File: src/common/tcsac_pkg.sv
// Package: constants and carrier types for the Type-C source attach control
package tcsac_pkg;

  // ----------------------------------------------------------------------
  // Clock and timing
  // ----------------------------------------------------------------------
  localparam int CLK_MHZ          = 100;   // Core clock rate in MHz
  localparam int DEGR_MS          = 150;   // Flag assert settle time, ms
  localparam int DEGF_MS          = 12;    // Flag release settle time, ms
  localparam int DEGR_CYC         = DEGR_MS * 1000 * CLK_MHZ;
  localparam int DEGF_CYC         = DEGF_MS * 1000 * CLK_MHZ;

  // ----------------------------------------------------------------------
  // Electrical figures, carried as reference values
  // ----------------------------------------------------------------------
  localparam int ILIM_MA          = 3400;  // Bus-power limit, mA typ
  localparam int HEAVY_MA         = 1950;  // Heavy-load threshold, mA typ
  localparam int TSD_C            = 135;   // Thermal turn-off, degC min
  localparam int TSD_HYST_C       = 20;    // Cool-down before restart, degC

  // ----------------------------------------------------------------------
  // Register offsets (plain port bus) and reset values
  // ----------------------------------------------------------------------
  localparam logic [3:0] OFS_STATUS  = 4'h0; // Live state, read only
  localparam logic [3:0] OFS_IRQ     = 4'h1; // Sticky events, W1C
  localparam logic [3:0] OFS_MASK    = 4'h2; // Event mask
  localparam logic [3:0] OFS_LIMITS  = 4'h3; // Limit figures, read only
  localparam logic [7:0] MASK_RST    = 8'h00;

  // Event bit positions in IRQ and MASK
  localparam int EV_ATTACH  = 0;
  localparam int EV_DETACH  = 1;
  localparam int EV_AUDIO   = 2;
  localparam int EV_DEBUG   = 3;
  localparam int EV_THERMAL = 4;
  localparam int EV_UVLO    = 5;
  localparam int EV_W       = 6;

  // ----------------------------------------------------------------------
  // Types
  // ----------------------------------------------------------------------
  // Termination seen on one configuration line
  typedef enum logic [1:0] {
    TERM_OPEN,
    TERM_SINK,
    TERM_CABLE
  } tcsac_term_t;

  // Advertised current level
  typedef enum logic [1:0] {
    ADV_STD,
    ADV_1A5,
    ADV_3A0
  } tcsac_adv_t;

  // Decoded port condition
  typedef struct packed {
    logic sink;        // Sink seen on exactly one line
    logic flip;        // Sink is on CC2
    logic vconn_cc1;   // Cable power onto CC1
    logic vconn_cc2;   // Cable power onto CC2
    logic audio;       // Cable termination on both lines
    logic debug;       // Sink termination on both lines
  } tcsac_port_t;

  // Register bus request
  typedef struct packed {
    logic       wr;
    logic       rd;
    logic [3:0] addr;
    logic [7:0] wdata;
  } tcsac_bus_t;

endpackage

File: src/logic/tcsac_sync.sv
// Two flip-flop synchroniser for a bundle of pin levels
`timescale 1ns/100ps
`default_nettype none
module tcsac_sync #(
  parameter int W = 1
) (
  // Clock and reset
  input  wire logic         clk_i,
  input  wire logic         rst_n_i,
  // Levels
  input  wire logic [W-1:0] d_i,
  output logic      [W-1:0] q_o
);

  logic [W-1:0] meta_q;  // First stage, read only by second stage

  // ----------------------------------------------------------------------
  // Two stages
  // ----------------------------------------------------------------------
  always_ff @(posedge clk_i or negedge rst_n_i) begin
    if (!rst_n_i) begin
      meta_q <= '0;
      q_o    <= '0;
    end else begin
      meta_q <= d_i;
      q_o    <= meta_q;
    end
  end

endmodule
`default_nettype wire

File: src/logic/tcsac_filter.sv
// Settle filter: output follows input once stable for a set time
`timescale 1ns/100ps
`default_nettype none
module tcsac_filter #(
  parameter int W       = 6,
  parameter int RISE_CY = 16,  // Stable time before a bit sets
  parameter int FALL_CY = 4    // Stable time before a bit clears
) (
  // Clock and reset
  input  wire logic         clk_i,
  input  wire logic         rst_n_i,
  // Raw and settled values
  input  wire logic [W-1:0] raw_i,
  output logic      [W-1:0] filt_o
);

  logic [31:0] cnt_q;   // Cycles the candidate has stayed
  logic [W-1:0] cand_q; // Candidate value under watch
  logic        adding;  // Candidate sets a bit that the output has clear
  logic [31:0] need;    // Length for this kind of change

  // Setting a flag waits long, releasing waits short
  assign adding = |(cand_q & ~filt_o);
  assign need   = adding ? 32'(RISE_CY) : 32'(FALL_CY);

  // ----------------------------------------------------------------------
  // Watch the candidate; any change restarts the count
  // ----------------------------------------------------------------------
  always_ff @(posedge clk_i or negedge rst_n_i) begin
    if (!rst_n_i) begin
      cnt_q  <= '0;
      cand_q <= '0;
      filt_o <= '0;
    end else if (raw_i != cand_q) begin
      cand_q <= raw_i;
      cnt_q  <= '0;
    end else if (cand_q == filt_o) begin
      cnt_q  <= '0;
    end else if (cnt_q + 32'h1 >= need) begin
      filt_o <= cand_q;
      cnt_q  <= '0;
    end else begin
      cnt_q  <= cnt_q + 32'h1;
    end
  end

endmodule
`default_nettype wire

File: src/logic/tcsac_top.sv
// Type-C source attach control: detection, flags, power switch decisions
`timescale 1ns/100ps
`default_nettype none
module tcsac_top
  import tcsac_pkg::*;
#(
  parameter int RISE_CY = tcsac_pkg::DEGR_CYC,
  parameter int FALL_CY = tcsac_pkg::DEGF_CYC
) (
  // Clock and reset
  input  wire logic       clk_i,
  input  wire logic       rst_n_i,
  // Configuration line comparators (pins, asynchronous)
  input  wire logic       cc1_below_open_i,   // CC1 below unterminated level
  input  wire logic       cc1_below_sink_i,   // CC1 down at cable level
  input  wire logic       cc2_below_open_i,
  input  wire logic       cc2_below_sink_i,
  // Control pins (asynchronous)
  input  wire logic       enable_i,
  input  wire logic       advert_sel_lo_i,
  input  wire logic       advert_sel_hi_i,
  input  wire logic       uvlo_ok_i,          // Supply above turn-on level
  input  wire logic       in_limit_i,         // Bus switch in current limit
  input  wire logic       temp_hot_i,         // Junction above trip point
  input  wire logic       temp_cool_i,        // Junction cooled by margin
  input  wire logic       vconn_overload_i,   // Cable power limiter active
  input  wire logic       heavy_load_i,       // Output above heavy-load level
  // Register port
  input  wire tcsac_pkg::tcsac_bus_t bus_i,
  output logic [7:0]      rdata_o,
  // Power switches
  output logic            bus_power_on_o,     // Charge supply onto bus
  output logic            vconn_cc1_on_o,     // Cable power supply onto CC1
  output logic            vconn_cc2_on_o,
  output logic            vconn_limit_en_o,   // Cable power limiter armed
  output logic [1:0]      advert_level_o,     // tcsac_adv_t code
  output logic            cc_monitor_en_o,
  // Open-drain flags: output low when asserted, enable low drives
  output logic            orientation_flag_n_o,
  output logic            orientation_flag_oe_n_o,
  output logic            sink_attached_n_o,
  output logic            sink_attached_oe_n_o,
  output logic            audio_flag_n_o,
  output logic            audio_flag_oe_n_o,
  output logic            debug_flag_n_o,
  output logic            debug_flag_oe_n_o,
  // Interrupt
  output logic            irq_o
);

  // ----------------------------------------------------------------------
  // Input synchronisation
  // ----------------------------------------------------------------------
  logic [12:0] pin_s;   // Synchronised pin levels
  tcsac_sync #(.W(13)) u_sync (
    .clk_i   (clk_i),
    .rst_n_i (rst_n_i),
    .d_i     ({cc1_below_open_i, cc1_below_sink_i, cc2_below_open_i,
                cc2_below_sink_i, enable_i, advert_sel_lo_i,
                advert_sel_hi_i, uvlo_ok_i, in_limit_i, temp_hot_i,
                temp_cool_i, vconn_overload_i, heavy_load_i}),
    .q_o     (pin_s)
  );

  wire cc1_open_lo = pin_s[12];
  wire cc1_sink_lo = pin_s[11];
  wire cc2_open_lo = pin_s[10];
  wire cc2_sink_lo = pin_s[9];
  wire en_s        = pin_s[8];
  wire sel_lo_s    = pin_s[7];
  wire sel_hi_s    = pin_s[6];
  wire uvlo_ok_s   = pin_s[5];
  wire limit_s     = pin_s[4];
  wire hot_s       = pin_s[3];
  wire cool_s      = pin_s[2];
  wire vc_ovl_s    = pin_s[1];
  wire heavy_s     = pin_s[0];

  // ----------------------------------------------------------------------
  // Termination decode
  // ----------------------------------------------------------------------
  // Voltage below open level but above cable level is a sink termination
  function automatic tcsac_term_t term_of(input logic below_open,
                                          input logic below_sink);
    if (!below_open)
      term_of = TERM_OPEN;
    else if (below_sink)
      term_of = TERM_CABLE;
    else
      term_of = TERM_SINK;
  endfunction

  tcsac_term_t t1;  // CC1 termination
  tcsac_term_t t2;  // CC2 termination
  // Monitor is off while disabled; lines then read as open
  assign t1 = en_s ? term_of(cc1_open_lo, cc1_sink_lo) : TERM_OPEN;
  assign t2 = en_s ? term_of(cc2_open_lo, cc2_sink_lo) : TERM_OPEN;

  // ----------------------------------------------------------------------
  // Raw port condition
  // ----------------------------------------------------------------------
  tcsac_port_t port_q;  // Settled condition
  tcsac_port_t raw;
  wire one_sink = (t1 == TERM_SINK) ^ (t2 == TERM_SINK);
  wire two_sink = (t1 == TERM_SINK) && (t2 == TERM_SINK);
  wire two_cbl  = (t1 == TERM_CABLE) && (t2 == TERM_CABLE);

  // A held accessory masks the sink, so no power reaches an accessory
  assign raw.sink      = one_sink && !raw.audio && !raw.debug;
  assign raw.flip      = one_sink && (t2 == TERM_SINK);
  assign raw.vconn_cc1 = raw.sink && (t1 == TERM_CABLE);
  assign raw.vconn_cc2 = raw.sink && (t2 == TERM_CABLE);
  // Audio held while CC2 keeps its cable termination once settled
  assign raw.audio     = two_cbl ||
                         (port_q.audio && (t2 == TERM_CABLE));
  // Debug held while CC1 keeps its sink termination once settled
  assign raw.debug     = two_sink ||
                         (port_q.debug && (t1 == TERM_SINK));

  // ----------------------------------------------------------------------
  // Debounce of the decoded condition
  // ----------------------------------------------------------------------
  tcsac_filter #(
    .W       (6),
    .RISE_CY (RISE_CY),
    .FALL_CY (FALL_CY)
  ) u_filt (
    .clk_i   (clk_i),
    .rst_n_i (rst_n_i),
    .raw_i   (raw),
    .filt_o  (port_q)
  );

  // ----------------------------------------------------------------------
  // Thermal cycling: off when hot in limit, back on when cooled
  // ----------------------------------------------------------------------
  logic therm_off_q;
  logic therm_off_d;
  assign therm_off_d = therm_off_q ? !cool_s
                                   : (hot_s && limit_s);

  // ----------------------------------------------------------------------
  // Power and flag decisions
  // ----------------------------------------------------------------------
  // Disable cuts every power switch and flag immediately, without waiting for the filter
  wire live      = en_s;
  wire bus_on_d  = live && port_q.sink && uvlo_ok_s &&
                   !therm_off_q && !therm_off_d;
  wire vc1_d     = live && port_q.vconn_cc1;
  wire vc2_d     = live && port_q.vconn_cc2;
  wire aud_d     = live && port_q.audio;
  wire dbg_d     = live && port_q.debug;
  wire snk_d     = live && port_q.sink;
  wire ori_d     = live && port_q.sink && port_q.flip;

  // Level choice from the select pins
  logic [1:0] adv_d;
  assign adv_d = !sel_lo_s ? 2'(ADV_STD) :
                 (sel_hi_s ? 2'(ADV_3A0) : 2'(ADV_1A5));

  // ----------------------------------------------------------------------
  // Register port decode
  // ----------------------------------------------------------------------
  logic [EV_W-1:0] irq_q;   // Sticky events
  logic [EV_W-1:0] mask_q;  // One enables an event onto irq_o
  logic [EV_W-1:0] ev;      // Event pulses this cycle
  logic            snk_q;
  logic            uvlo_q;

  assign ev[EV_ATTACH]  = snk_d && !snk_q;
  assign ev[EV_DETACH]  = !snk_d && snk_q;
  assign ev[EV_AUDIO]   = aud_d && audio_flag_n_o;
  assign ev[EV_DEBUG]   = dbg_d && debug_flag_n_o;
  assign ev[EV_THERMAL] = therm_off_d && !therm_off_q;
  assign ev[EV_UVLO]    = !uvlo_ok_s && uvlo_q;

  wire wr_irq  = bus_i.wr && (bus_i.addr == OFS_IRQ);
  wire wr_mask = bus_i.wr && (bus_i.addr == OFS_MASK);
  // Set wins over a simultaneous write-one clear
  wire [EV_W-1:0] irq_d = ev |
                          (irq_q & ~(wr_irq ? bus_i.wdata[EV_W-1:0]
                                            : {EV_W{1'b0}}));

  // Live state: power and flag decisions plus monitored limits
  wire [7:0] status_v = {heavy_s, vc_ovl_s, therm_off_q, uvlo_ok_s,
                         bus_power_on_o, ori_d, snk_d, live};
  // Limit figures in units of 250 mA, fixed for every level
  wire [7:0] limits_v = {4'(ILIM_MA / 250), 4'(HEAVY_MA / 250)};

  logic [7:0] rd_v;
  always_comb begin
    case (bus_i.addr)
      OFS_STATUS: rd_v = status_v;
      OFS_IRQ:    rd_v = {2'h0, irq_q};
      OFS_MASK:   rd_v = {2'h0, mask_q};
      OFS_LIMITS: rd_v = limits_v;
      default:    rd_v = 8'h00;
    endcase
  end

  // ----------------------------------------------------------------------
  // State registers
  // ----------------------------------------------------------------------
  always_ff @(posedge clk_i or negedge rst_n_i) begin
    if (!rst_n_i) begin
      therm_off_q <= 1'b0;
      irq_q       <= '0;
      mask_q      <= MASK_RST[EV_W-1:0];
      snk_q       <= 1'b0;
      uvlo_q      <= 1'b0;
      rdata_o     <= 8'h00;
    end else begin
      therm_off_q <= therm_off_d;
      irq_q       <= irq_d;
      snk_q       <= snk_d;
      uvlo_q      <= uvlo_ok_s;
      if (wr_mask)
        mask_q <= bus_i.wdata[EV_W-1:0];
      rdata_o     <= bus_i.rd ? rd_v : 8'h00;
    end
  end

  // ----------------------------------------------------------------------
  // Output registers; flags idle released (oe_n high, level high)
  // ----------------------------------------------------------------------
  always_ff @(posedge clk_i or negedge rst_n_i) begin
    if (!rst_n_i) begin
      bus_power_on_o          <= 1'b0;
      vconn_cc1_on_o          <= 1'b0;
      vconn_cc2_on_o          <= 1'b0;
      vconn_limit_en_o        <= 1'b0;
      advert_level_o          <= 2'(ADV_STD);
      cc_monitor_en_o         <= 1'b0;
      orientation_flag_n_o    <= 1'b1;
      orientation_flag_oe_n_o <= 1'b1;
      sink_attached_n_o       <= 1'b1;
      sink_attached_oe_n_o    <= 1'b1;
      audio_flag_n_o          <= 1'b1;
      audio_flag_oe_n_o       <= 1'b1;
      debug_flag_n_o          <= 1'b1;
      debug_flag_oe_n_o       <= 1'b1;
      irq_o                   <= 1'b0;
    end else begin
      bus_power_on_o          <= bus_on_d;
      vconn_cc1_on_o          <= vc1_d;
      vconn_cc2_on_o          <= vc2_d;
      vconn_limit_en_o        <= vc1_d || vc2_d;
      advert_level_o          <= adv_d;
      cc_monitor_en_o         <= live;
      // Open-drain: asserted drives low, otherwise floats
      orientation_flag_n_o    <= !ori_d;
      orientation_flag_oe_n_o <= !ori_d;
      sink_attached_n_o       <= !snk_d;
      sink_attached_oe_n_o    <= !snk_d;
      audio_flag_n_o          <= !aud_d;
      audio_flag_oe_n_o       <= !aud_d;
      debug_flag_n_o          <= !dbg_d;
      debug_flag_oe_n_o       <= !dbg_d;
      irq_o                   <= |(irq_d & mask_q);
    end
  end

  // No D+ or D- port exists on this block by design

endmodule
`default_nettype wire

File: config.mk
export PLATFORM = sky130hd
export DESIGN_NAME = tcsac_top
export DESIGN_NICKNAME = d
export VERILOG_FILES = /design/src/common/tcsac_pkg.sv /design/src/logic/tcsac_sync.sv /design/src/logic/tcsac_filter.sv /design/src/logic/tcsac_top.sv
export SDC_FILE = /design/constraint.sdc
export NUM_CORES = 1
export LEC_CHECK = 0
export BUFFER_PORTS_ARGS = -buffer_cell sky130_fd_sc_hd__buf_2
export CORE_MARGIN = 4
export CORE_UTILIZATION = 30
export CTS_BUF_LIST = sky130_fd_sc_hd__clkbuf_16
export DETAILED_ROUTE_END_ITERATION = 8
export HOLD_SLACK_MARGIN = 0.05
export SLEW_MARGIN = 20
export SYNTH_ARGS = -nofsm -noshare
export SYNTH_HDL_FRONTEND = slang
export SYNTH_SLANG_ARGS = --single-unit
File: constraint.sdc
create_clock -name clk_i -period 6.65 [get_ports clk_i]
set_input_delay 0 -clock clk_i [delete_from_list [all_inputs] [get_ports clk_i]]
set_output_delay 0 -clock clk_i [all_outputs]
set_load 0.03 [all_outputs]
# Word level (Yosys, flattened, before mapping)
# Index checks and enable logic that the tools add are counted.
[classes] muxes=16 div=0 mul=0 bitwise_logic=9 n_reduce_logical=45 n_eq_ne=9 add_sub_neg=1 shifts=0 magnitude_cmp=1
[ops] operator="32-bit two-way mux" count=3
[ops] operator="32-bit by 1-bit adder with 32-bit output, second input constant" count=1
[ops] operator="32-bit >= comparator" count=1
[ops] operator="8-bit one-hot mux with 4 select lines" count=1
[ops] operator="1-bit logical AND" count=27
[ops] operator="24-bit two-way mux" count=1
[ops] operator="6-bit AND" count=3
[ops] operator="2-bit two-way mux" count=8
[ops] operator="6-bit NOT" count=2
[ops] operator="6-bit OR reduction" count=2
[ops] operator="1-bit zero test" count=11
[ops] operator="4-bit by 2-bit equality test with 1-bit output, second input constant" count=2
[ops] operator="8-bit two-way mux" count=1
[ops] operator="6-bit equality test" count=1
[ops] operator="6-bit two-way mux" count=1
[ops] operator="6-bit inequality test" count=1
[ops] operator="6-bit bitwise OR" count=1
[ops] operator="2-bit by 1-bit equality test with 1-bit output, second input constant" count=2
[ops] operator="2-bit equality test, second input constant" count=2
[ops] operator="4-bit by 1-bit equality test with 1-bit output, second input constant" count=1
[ops] operator="4-bit zero test" count=1
[ops] operator="1-bit logical OR" count=3
[ops] operator="3-bit AND reduction" count=1
[ops] operator="1-bit NOT" count=2
[ops] operator="other kinds (2)" count=2
[word_totals] latchBits=0 regBits=105 out_inout_bits=24 rom_bits=0 mem_bits_rw=0 memories=0 inputBits=29

# Logic depth before layout (Yosys ltp)
# Gate-level depths: netlist of run 1.
[depth] ltp_word=13 depth_mapped=15 mapped_depth_nobuf=13

# Hierarchy
# Synthesis of run 1 repeated with hierarchy kept, for this count alone.
[hier_totals] cells_unflattened=434 hier_area_um2=4810.9
[by_module_without_submodules] mod="tcsac_filter" area_each_um2=2621.3 seq_area_each_um2=1101.1 n_inst=1 cells_per_inst=264
[by_module_without_submodules] mod="tcsac_top" area_each_um2=1539.0 seq_area_each_um2=880.8 n_inst=1 cells_per_inst=144
[by_module_without_submodules] mod="tcsac_sync" area_each_um2=650.6 seq_area_each_um2=650.6 n_inst=1 cells_per_inst=26

# Least setup slack after synthesis of run 1
# OpenSTA, ideal clock, no wires.
[synth_path] path_kind="register to register" from="reg u_filt.cnt_q[8]" to="reg u_filt.filt_o[0]" setup_slack_ns=3.307 t_required_ns=6.525 setup_time_ns=0.125 stages_incl_launch_ff=14 arrival_ns=3.218 cell_sequence="dfrtp_1 > nand4_2 > nor3_2 > and2_1 > nand2_1 > xnor2_1 > ha_1 > a211o_1 > a21oi_1 > nand3_1 > mux2_2 > nor4_4 > a31oi_4 > mux2_2"
[synth_between] elab_chain_len=3
[synth_rtl] element="start, declared" line_no="tcsac_filter.sv:17" text="logic [31:0] cnt_q;"
[synth_rtl] element="start signal, assigned" line_no="tcsac_filter.sv:43" text="cnt_q <= cnt_q + 32'h1;"
[synth_rtl] element="32-bit by 1-bit adder with 32-bit output" line_no="tcsac_filter.sv:39" text="end else if (cnt_q + 32'h1 >= need) begin"
[synth_rtl] element="32-bit >= comparator" line_no="tcsac_filter.sv:39"
[synth_rtl] element="3-bit AND reduction (no source line)"
[synth_rtl] element="end signal, assigned" line_no="tcsac_filter.sv:40" text="filt_o <= cand_q;"
[synth_rtl] element="end, declared" line_no="tcsac_filter.sv:14" text="output logic [W-1:0] filt_o"
# Every way passes these cells.
# A chain may end at the register's enable or synchronous reset.

# Final worst setup path of run 1
[layout_path] from="reg u_filt.cnt_q[2]" to="reg u_filt.cnt_q[12]"
[layout_between] elab_chain_len=5
[layout_rtl] element="32-bit by 1-bit adder with 32-bit output *" line_no="tcsac_filter.sv:39, tcsac_filter.sv:43"
[layout_rtl] element="32-bit >= comparator" line_no="tcsac_filter.sv:39"
[layout_rtl] element="32-bit two-way mux *" line_no="tcsac_filter.sv:39"
[layout_rtl] element="32-bit two-way mux *" line_no="tcsac_filter.sv:37" text="end else if (cand_q == filt_o) begin"
[layout_rtl] element="32-bit two-way mux *" line_no="tcsac_filter.sv:34" text="end else if (raw_i != cand_q) begin"
# Mark *: on every way between the ends. The rest lies on a longest branch, timed or not.

==> results of run 1 <==
[per-stage QoR]
step                utilization (%)  worst slack, ns
global placement               33.5             2.50
global route                   37.1             1.98
detailed placement             33.5             2.37
finish                         37.1             2.36
floorplan                         -             3.31
CTS                            37.1             2.32
[registers in the layout (all words and copies together) (netlist names)]
name,flops
u_filt.cnt_q,32
u_sync.meta_q,13
u_sync.q_o,13
rdata_o,8
irq_q,6
mask_q,6
u_filt.cand_q,6
u_filt.filt_o,6
advert_level_o,2
audio_flag_oe_n_o,1
bus_power_on_o,1
cc_monitor_en_o,1
debug_flag_oe_n_o,1
irq_o,1
orientation_flag_oe_n_o,1
sink_attached_oe_n_o,1
snk_q,1
therm_off_q,1
uvlo_q,1
vconn_cc1_on_o,1
vconn_cc2_on_o,1
vconn_limit_en_o,1
[timing repair]
item,4_1_cts,5_1_grt
endpoints found under the setup margin,0,0
resized for setup,0,0
hold buffers,23,0
hold endpoints to repair,66,0
[power by group through the flow]
stage	sequential (mW)	combinational (mW)	clock, mW
floorplan	0.744	0.124	0
global placement	0.733	0.194	0
detailed placement	0.735	0.200	0
CTS	0.722	0.211	0.561
global route	0.729	0.232	0.589
finish	0.722	0.207	0.540
[placed cells by master, fill, tap and decap left out, types with 3 or more instances in the layout]
cell type      count
nand4_1            7
nand3_1           20
and2_1             4
dlygate4sd3_1     23
a22oi_1            3
nand2_1           34
mux2_2            16
mux2i_1            3
nor2_1            31
dfstp_2            4
xor2_1             9
inv_6              4
clkbuf_16          9
a41oi_1            3
or2_2              3
inv_1             16
nor2b_1           18
ha_1              21
and3_1             7
a21oi_1            8
xnor2_1           19
a32o_1             3
nor3_1             4
o21ai_0            8
or3_1              4
o22ai_1            4
dfrtp_1          101
and4_1             4
buf_2             49
conb_1             8
[worst max path at each step]
stage | from | end | slack [ns] | depth (start not counted)
finish | u_filt.cnt_q[2] | u_filt.cnt_q[12] | 2.36 | 13
global route | u_filt.cnt_q[8] | u_filt.cnt_q[12] | 1.98 | 13
global placement | u_filt.cnt_q[8] | u_filt.cnt_q[12] | 2.50 | 13
floorplan | u_filt.cnt_q[8] | u_filt.filt_o[0] | 3.31 | 13
CTS | u_filt.cnt_q[8] | u_filt.cnt_q[12] | 2.32 | 13
detailed placement | u_filt.cnt_q[8] | u_filt.cnt_q[12] | 2.37 | 13
[logic make-up (layout without fill, tap and decap cells)]
| kind of cell | count (synthesis) | in the layout | share of synthesized area (%) |
|---|---|---|---|
| other cells | 1 | 8 | 0.0808 |
| xor+xnor | 28 | 28 | 5.28 |
| simple gates | 152 | 152 | 18.3 |
| flops | 105 | 105 | 56.7 |
| compound gates | 43 | 43 | 6.76 |
| mux | 19 | 19 | 4.53 |
| buf+inv | 28 | 106 | 2.72 |
| fa+ha+maj | 21 | 21 | 5.66 |
[worst reg2reg max path: stages (launching register included)]
cell,delay (ns)
dfrtp_1,0.47
and3_1,0.29
and2b_1,0.40
and2_1,0.27
nand2_1,0.10
xnor2_1,0.22
ha_1,0.29
a211o_1,0.29
a21oi_1,0.19
nand3_1,0.11
mux2_2,0.29
nor4_4,0.36
nand4b_2,0.59
a21oi_1,0.33
[cell usage after synthesis, types with 5 or more instances]
| cell type | number |
|---|---|
| dfrtp_1 | 101 |
| nand2_1 | 34 |
| nor2_1 | 31 |
| ha_1 | 21 |
| nand3_1 | 20 |
| xnor2_1 | 19 |
| nor2b_1 | 18 |
| inv_1 | 16 |
| mux2_2 | 16 |
| xor2_1 | 9 |
| a21oi_1 | 8 |
| o21ai_0 | 8 |
| and3_1 | 7 |
| nand4_1 | 7 |
| buf_4 | 5 |
[final cells by class]
| cell class | count | area, sq um |
|---|---|---|
| Clock buffer | 9 | 225 |
| Clock inverter | 7 | 81.3 |
| Fill cell | 1442 | 9570 |
| Inverter | 16 | 60.1 |
| Multi-Input combinational cell | 271 | 1910 |
| Sequential cell | 105 | 2630 |
| Tap cell | 188 | 235 |
| Timing Repair Buffer | 74 | 490 |
[per-layer routing]
metal	vias to the layer above	track usage (%)	wire length [um]
met5	-	0	0
li1	1540	-	-
met4	0	3.29	61
met2	64	18.1	4440
met3	4	2.90	306
met1	1539	13.2	4110
==> metrics, run 1 <==
antenna violations before repair=0; critical path's largest stage delay=between 0.5 and 0.6 ns; clock latency on the worst-skew pair=around 0.34 ns; RSZ-0062 raised after global routing=false; hold path endpoint=rdata_o[7]; syn_area_per_cell=11.7 sq um; WHS Path Cells=3; CP Cell Sequence=and3_1 -> and2b_1 -> and2_1 -> nand2_1 -> xnor2_1 -> ha_1 -> a211o_1 -> a21oi_1 -> nand3_1 -> mux2_2 -> nor4_4 -> nand4b_2 -> a21oi_1; R2R Setup Slk=~2.4 ns; Clock Pin Slew Worst Setup and Hold Paths=0.07 ns; Worst Max-Slew Pin Slew=0.857 ns; Root Buffer=clkbuf_16; DRT iter0 DRCs=211; Post-synth EDFFs=0; placed cell count=631; Crit. End Element=flop; dominant cells by area after synthesis=dfrtp_1 (54%), ha_1 (5.7%), mux2_2 (3.9%); initial core utilization=30.5%; fin cells=670; DR vias/cell=4.70; n_diodes=0; Longest Clk Path Bufs=2; Crit path required time=a little under 7 ns; TritonCTS clock tree=yes; Routed Antenna Nets=0; Period Utilization, post-route=64.5%; number of global-route vias before repair=3,157; Comb power frac=14.1%; routability cong.=0.785; most used cell, CP=a21oi_1; CP bufs+invs=0; library cells used by synthesis=55; #FFs+latches synth=between 100 and 150; grt ovf=0; Placed Area=5100 sq um; Chip Width=132 um; setup TNS=0 ns; Startpoint Class=flop; Cell Rows=45; clk_skew=0.00727 ns; setup violators final=0; io pins=53; first-pass GRT wire length=15,300 um; Port Buffers=50; final instance area=between 5000 and 6000 sq um; power share of the clock group=between 30% and 40%; post-CTS repair timing setup buffer count=0; slowest CP cell=nand4b_2; Max H-tree Level=3; final wirelength=slightly below 9000 um; Syn. warnings=0; HPWL after DPL=around 6200 um; largest area contributor in the synthesized netlist=dfrtp_1; commonest register cell after synthesis=dfrtp_1; Fmax=~230 MHz; hold_ws=0.0725 ns; # DRC=0; power density cells=261 nW/um^2; leak pwr=2.58 nW; vias=about 3,100; CP arrival=between 4 and 5 ns; Routed wire per std cell=approximately 13 um; share of layout cells above drive strength 1=between 20% and 30%; Peak supply drop=about 0.00012 V; Area Overhead vs Synth=21.4%; Pint=1.08 mW; fraction of registers with async set/reset=100%; cell count after synthesis=between 300 and 400; FF-to-FF End=u_filt.cnt_q[12]; status=completed; die area=17,500 sq um; final number of hold-violating endpoints=0; gr usage total=10.6%; Seq pwr share=about half; Switching Share=26.5%; Seq/Total Area, Yosys=56.7%; TritonCTS Buffers=9; Final min period=4.29 ns; Die H=about 130 um; Reg2Reg Depth=13; Critical Path Fanout Max=24; HP Start=bus_i[12]; nets=~530; switching pwr=390 uW; pin count of the biggest net entering global routing=71; Synth top area share=54.4%; clock sink total=105; critical path's top delay family=simple AND/OR/NAND/NOR gates; Crit Path Class=flop to flop; CORE AREA=15,200 sq um; max-slew violation count=0; max_slew headroom=between 40% and 50%; power after layout=approximately 1.5 mW; Post-Syn Area=4640 sq um; drt pass-1 iters=4; Critical R2R Launch=u_filt.cnt_q[2]; max_cap viols=0; Hold WC Path Type=input pin to flop
(Power assumes the default switching activity.)
==> run 2, diff against run 1 <==
- ABC_AREA: not set -> 1
- clock period: 6.65 -> 4.4 ns (I/O delays scaled with it)
==> metrics, run 2 <==
status=completed; cell count after synthesis=606; Startpoint Class=flop; Post-synth EDFFs=0; pin count of the biggest net entering global routing=68; TritonCTS Buffers=9; antenna violations before repair=0; most used cell, CP=nand2_1; clk_skew=0.00841 ns; n_diodes=0; syn_area_per_cell=8.40 sq um; Synth top area share=a little under 50%; Longest Clk Path Bufs=2; Worst Max-Slew Pin Slew=0.860 ns; max_cap viols=0; Max H-tree Level=3; commonest non-fill, non-tap cell in the layout=nand2_1; clock latency on the worst-skew pair=about 0.36 ns; CP bufs+invs=2; top-count cell post-synth=nand2_1; Routed wire per std cell=11.6 um; Crit Path Class=flop to flop; setup TNS=0 ns; # DRC=0; most frequent cells in the layout=nand2_1 (169), dfrtp_1 (101), inv_1 (85); max_slew headroom=42.2%; Routed Antenna Nets=0; #FFs+latches synth=105; Cell Rows=47; Root Buffer=clkbuf_16; largest area contributor in the synthesized netlist=dfrtp_1; hold buffers post-CTS=22; Crit path required time=4.66 ns; power density cells=367 nW/um^2; setup violators final=0; vias=3,864; routability cong.=0.857; Top reg by flops=u_filt.cnt_q; grt ovf=0; CP arrival=3.71 ns; Crit. End Element=flop; number of global-route vias before repair=just under 4,000; Critical Path Fanout Max=24; Syn. warnings=0; Port Buffers=50; Fmax=just under 300 MHz; dominant cells by area after synthesis=dfrtp_1 (50%), nand2_1 (12%), inv_1 (6.3%); commonest register cell after synthesis=dfrtp_1; Clock Pin Slew Worst Setup and Hold Paths=0.07 ns; fraction of registers with async set/reset=100%; DRT iter0 DRCs=217; Area Overhead vs Synth=20.3%; CORE AREA=16,600 sq um; Period Utilization, post-route=78.3%; biggest regs=u_filt.cnt_q: 32 flops, u_sync.meta_q: 13 flops, u_sync.q_o: 13 flops; HPWL after DPL=7830 um; Commonest cells post-synth=nand2_1 (169), dfrtp_1 (101), inv_1 (85); post-CTS repair timing setup buffer count=0; leak pwr=2.97 nW; cts repair resizes=0; Die H=138 um; Chip Width=approximately 140 um; final number of hold-violating endpoints=0; RSZ-0062 raised after global routing=false; die area=19,100 sq um; share of layout cells above drive strength 1=13.6%; drt pass-1 iters=4; critical path's largest stage delay=roughly 0.44 ns; Post-Syn Area=5090 sq um; gr usage total=11.9%; critical path's top delay family=simple AND/OR/NAND/NOR gates; slowest CP cell=nand3_2; final wirelength=around 11,000 um; Final min period=3.44 ns; io pins=53; nets=about 740; fin cells=912; CP Cell Sequence=ha_1 -> nand3_1 -> nor2_1 -> nand3_1 -> o21ai_0 -> nand2_1 -> inv_1 -> ha_1 -> nand2_1 -> inv_1 -> a221oi_1 -> nand2_1 -> nor2b_2 -> nand3_2 -> nor2_1; initial core utilization=30.7%; Hold WC Path Type=input pin to flop; DR vias/cell=between 4 and 5; max-slew violation count=0; clock sink total=approximately 110; max reg flops=32; placed cell count=just under 900; TritonCTS clock tree=yes; Seq/Total Area, Yosys=about half; library cells used by synthesis=35; first-pass GRT wire length=18,600 um; Peak supply drop=0.000245 V
## run 2: final timing paths
check                                 start                to  slack [ns]  cells past startpoint
min in group asynchronous           rst_n_i        rdata_o[5]        0.28                      2
min                                bus_i[9]        rdata_o[1]        0.07                      4
max reg2reg                 u_filt.cnt_q[0]  u_filt.cnt_q[14]        0.96                     15
min reg2reg                u_sync.meta_q[3]     u_sync.q_o[3]        0.35                      0
max                         u_filt.cnt_q[0]  u_filt.cnt_q[14]        0.96                     15
max in group asynchronous           rst_n_i  u_filt.cnt_q[24]        3.08                      3
## run 2: per-layer routing
metal,vias up,GRT usage (%),wire length (um)
met4,0,4.63,220
met3,13,2.73,361
met2,59,18.6,4880
met5,-,0,0
li1,2040,-,-
met1,1752,16.3,5100
## run 2: final cells by class
type,count,area [sq um]
fillers,1723,10500
flip-flops and latches,105,2630
multi-input cells,412,2090
repair buffers,73,480
inverters,86,323
well taps,220,275
clock buffers,9,225
clock inverters,7,95.1
## run 2: through the flow
step | total power, mW | area [sq um] | setup WS (ns) | hold slack, ns | util, %
after floorplan | 1.30 | 5120 | 1.72 | -0.296 | -
after global placement | 1.40 | 5580 | 0.977 | 0.108 | 33.7
after CTS | 2.28 | 6120 | 0.859 | 0.0604 | 36.9
after global routing | 2.37 | 6120 | 0.493 | 0.112 | 36.9
final | 2.24 | 6120 | 0.955 | 0.0749 | 36.9
after detailed placement | 1.40 | 5580 | 0.909 | 0.109 | 33.7
## run 2: where the power goes
group | switching (mW) | total (mW) | internal (mW)
Clock | 0.394 | 0.853 | 0.459
Sequential | 0.0478 | 1.09 | 1.04
Combinational | 0.196 | 0.300 | 0.103
Total | 0.638 | 2.24 | 1.61
## run 2: cell families (layout without fill, tap and decap cells)
group	after synthesis	after routing	share of synthesized area (%)
simple gates	324	324	27.8
flops	105	105	51.7
buf+inv	96	175	7.74
compound gates	43	43	4.74
fa+ha+maj	21	21	5.16
xor+xnor	16	16	2.75
other cells	1	8	0.0737
## run 2: worst reg2reg max path, delay by kind of cell, from the launching register on
| family | cells | cell delay [ns] |
|---|---|---|
| compound gates | 2 | 0.49 |
| fa+ha+maj | 2 | 0.47 |
| buf+inv | 2 | 0.11 |
| flops | 1 | 0.41 |
| simple gates | 9 | 1.86 |
==> run 3, diff against run 2 <==
- clock period: 4.4 -> 3.6 ns (I/O delays scaled with it)
==> metrics, run 3 (same netlist as run 2, synthesis figures left out) <==
status=completed; hold path endpoint=rdata_o[6]; power after layout=2.61 mW; drt pass-1 iters=5; clock latency on the worst-skew pair=0.35 ns; Startpoint Class=flop; TritonCTS Buffers=9; pin count of the biggest net entering global routing=43; Period Utilization, post-route=87.4%; clk_skew=between 0.006 and 0.007 ns; Area Overhead vs Synth=20.5%; power density cells=between 400 and 500 nW/um^2; initial core utilization=30.7%; max_slew headroom=a little over two fifths; Fmax=roughly 320 MHz; power share of the clock group=34.6%; leak pwr=2.99 nW; io pins=53; Crit path required time=around 3.9 ns; most frequent cells in the layout=nand2_1 (168), dfrtp_1 (101), inv_1 (86); Peak supply drop=0.000215 V; final wirelength=10,500 um; R2R Setup Slk=0.46 ns; Die H=138 um; Crit Path Class=flop to flop; final instance area=6130 sq um; Final min period=roughly 3.1 ns; CP arrival=roughly 3.4 ns; TritonCTS clock tree=yes; Placed Area=5640 sq um; DRT iter0 DRCs=roughly 210; Critical R2R Launch=u_filt.cnt_q[8]; Routed Antenna Nets=0; FILL cells=roughly 1,700; RSZ-0062 raised after global routing=false; fin cells=918; post-CTS repair timing setup buffer count=0; max_cap viols=0; clock sink total=approximately 110; vias=3,935; Top reg by flops=u_filt.cnt_q; Critical Path Fanout Max=19; Crit. End Element=flop; setup violators final=0; Clock Pin Slew Worst Setup and Hold Paths=0.07 ns; FF-to-FF End=u_filt.cnt_q[0]; DR vias/cell=roughly 4.3; Routed wire per std cell=approximately 11 um; WHS Path Cells=4; Max H-tree Level=3; CORE AREA=16,600 sq um; Root Buffer=clkbuf_16; antenna violations before repair=0; nets=743; Port Buffers=50; Pint=between 1.5 and 2 mW; HPWL after DPL=7950 um; share of layout cells above drive strength 1=around 14%; final number of hold-violating endpoints=0; # DRC=0; routability cong.=0.841; max-slew violation count=0; switching pwr=734 uW; Comb power frac=14.4%; commonest non-fill, non-tap cell in the layout=nand2_1; Cell Rows=47; gr usage total=11.9%; first-pass GRT wire length=roughly 19,000 um; Worst Max-Slew Pin Slew=0.861 ns; setup TNS=0 ns; HP Start=bus_i[9]; Seq pwr share=between 50 and 60%; max reg flops=32; Reg2Reg Depth=16; number of global-route vias before repair=approximately 4,000; die area=19,100 sq um; placed cell count=880; grt ovf=0; Longest Clk Path Bufs=2; Hold WC Path Type=input pin to flop; Switching Share=between 20 and 30%; n_diodes=0; Chip Width=138 um; biggest regs=u_filt.cnt_q: 32 flops, u_sync.meta_q: 13 flops, u_sync.q_o: 13 flops
run 3: worst max path at each step:
stage | startpoint | depth (start not counted) | end
2_1_floorplan | u_filt.cnt_q[2] | 18 | u_filt.filt_o[0]
3_3_place_gp | u_filt.cnt_q[3] | 17 | u_filt.filt_o[0]
3_5_place_dp | u_filt.cnt_q[8] | 16 | u_filt.cnt_q[0]
4_1_cts | u_filt.cnt_q[8] | 16 | u_filt.cnt_q[0]
5_1_grt | u_filt.cnt_q[4] | 16 | u_filt.cnt_q[12]
6_report | u_filt.cnt_q[8] | 16 | u_filt.cnt_q[0]
run 3: layout make-up:
class	count	area, sq um	share of cell area, %
inverters	86	323	5.26
well taps	220	275	4.49
flip-flops and latches	105	2630	42.9
repair buffers	79	538	8.77
clock buffers	9	225	3.67
multi-input cells	412	2100	34.2
clock inverters	7	43.8	0.714
run 3: metrics by stage:
step,setup slack (ns),util [%],hold slack (ns)
floorplan,0.923,-,-0.296
global placement,0.487,34.0,0.0120
detailed placement,0.453,34.0,0.0110
CTS,0.416,36.9,0.0626
global route,0.0372,37.0,0.112
finish,0.455,37.0,0.0698
run 3: power groups by stage:
stage | combinational [mW] | sequential, mW | clock [mW]
floorplan | 0.211 | 1.37 | 0
global placement | 0.354 | 1.35 | 0
detailed placement | 0.359 | 1.36 | 0
CTS | 0.380 | 1.33 | 0.951
global route | 0.437 | 1.35 | 0.988
finish | 0.375 | 1.33 | 0.903
run 3: repair_timing:
item                       CTS  global route
setup endpoints to repair    0             6
hold endpoints to repair    73             0
hold buffers                22             0
resized for setup            0             2
run 3: worst max-delay path: stages, from the launching register on:
cell      delay, ns
dfrtp_1        0.43
nand2_1        0.12
nor2_1         0.16
inv_1          0.10
nor4_1         0.28
nand3_1        0.16
xor2_1         0.22
inv_1          0.08
ha_1           0.31
nand2_1        0.10
inv_1          0.05
a221oi_1       0.31
nand2_1        0.11
nor2b_2        0.12
nand3_2        0.20
buf_12         0.23
nor2_1         0.09
run 3: metal layers:
metal	GRT usage, %	up-vias	wire length [um]
met1	16.4	1811	5170
met2	18.5	58	4780
met4	4.52	0	186
li1	-	2052	-
met3	2.69	14	382
met5	0	-	0
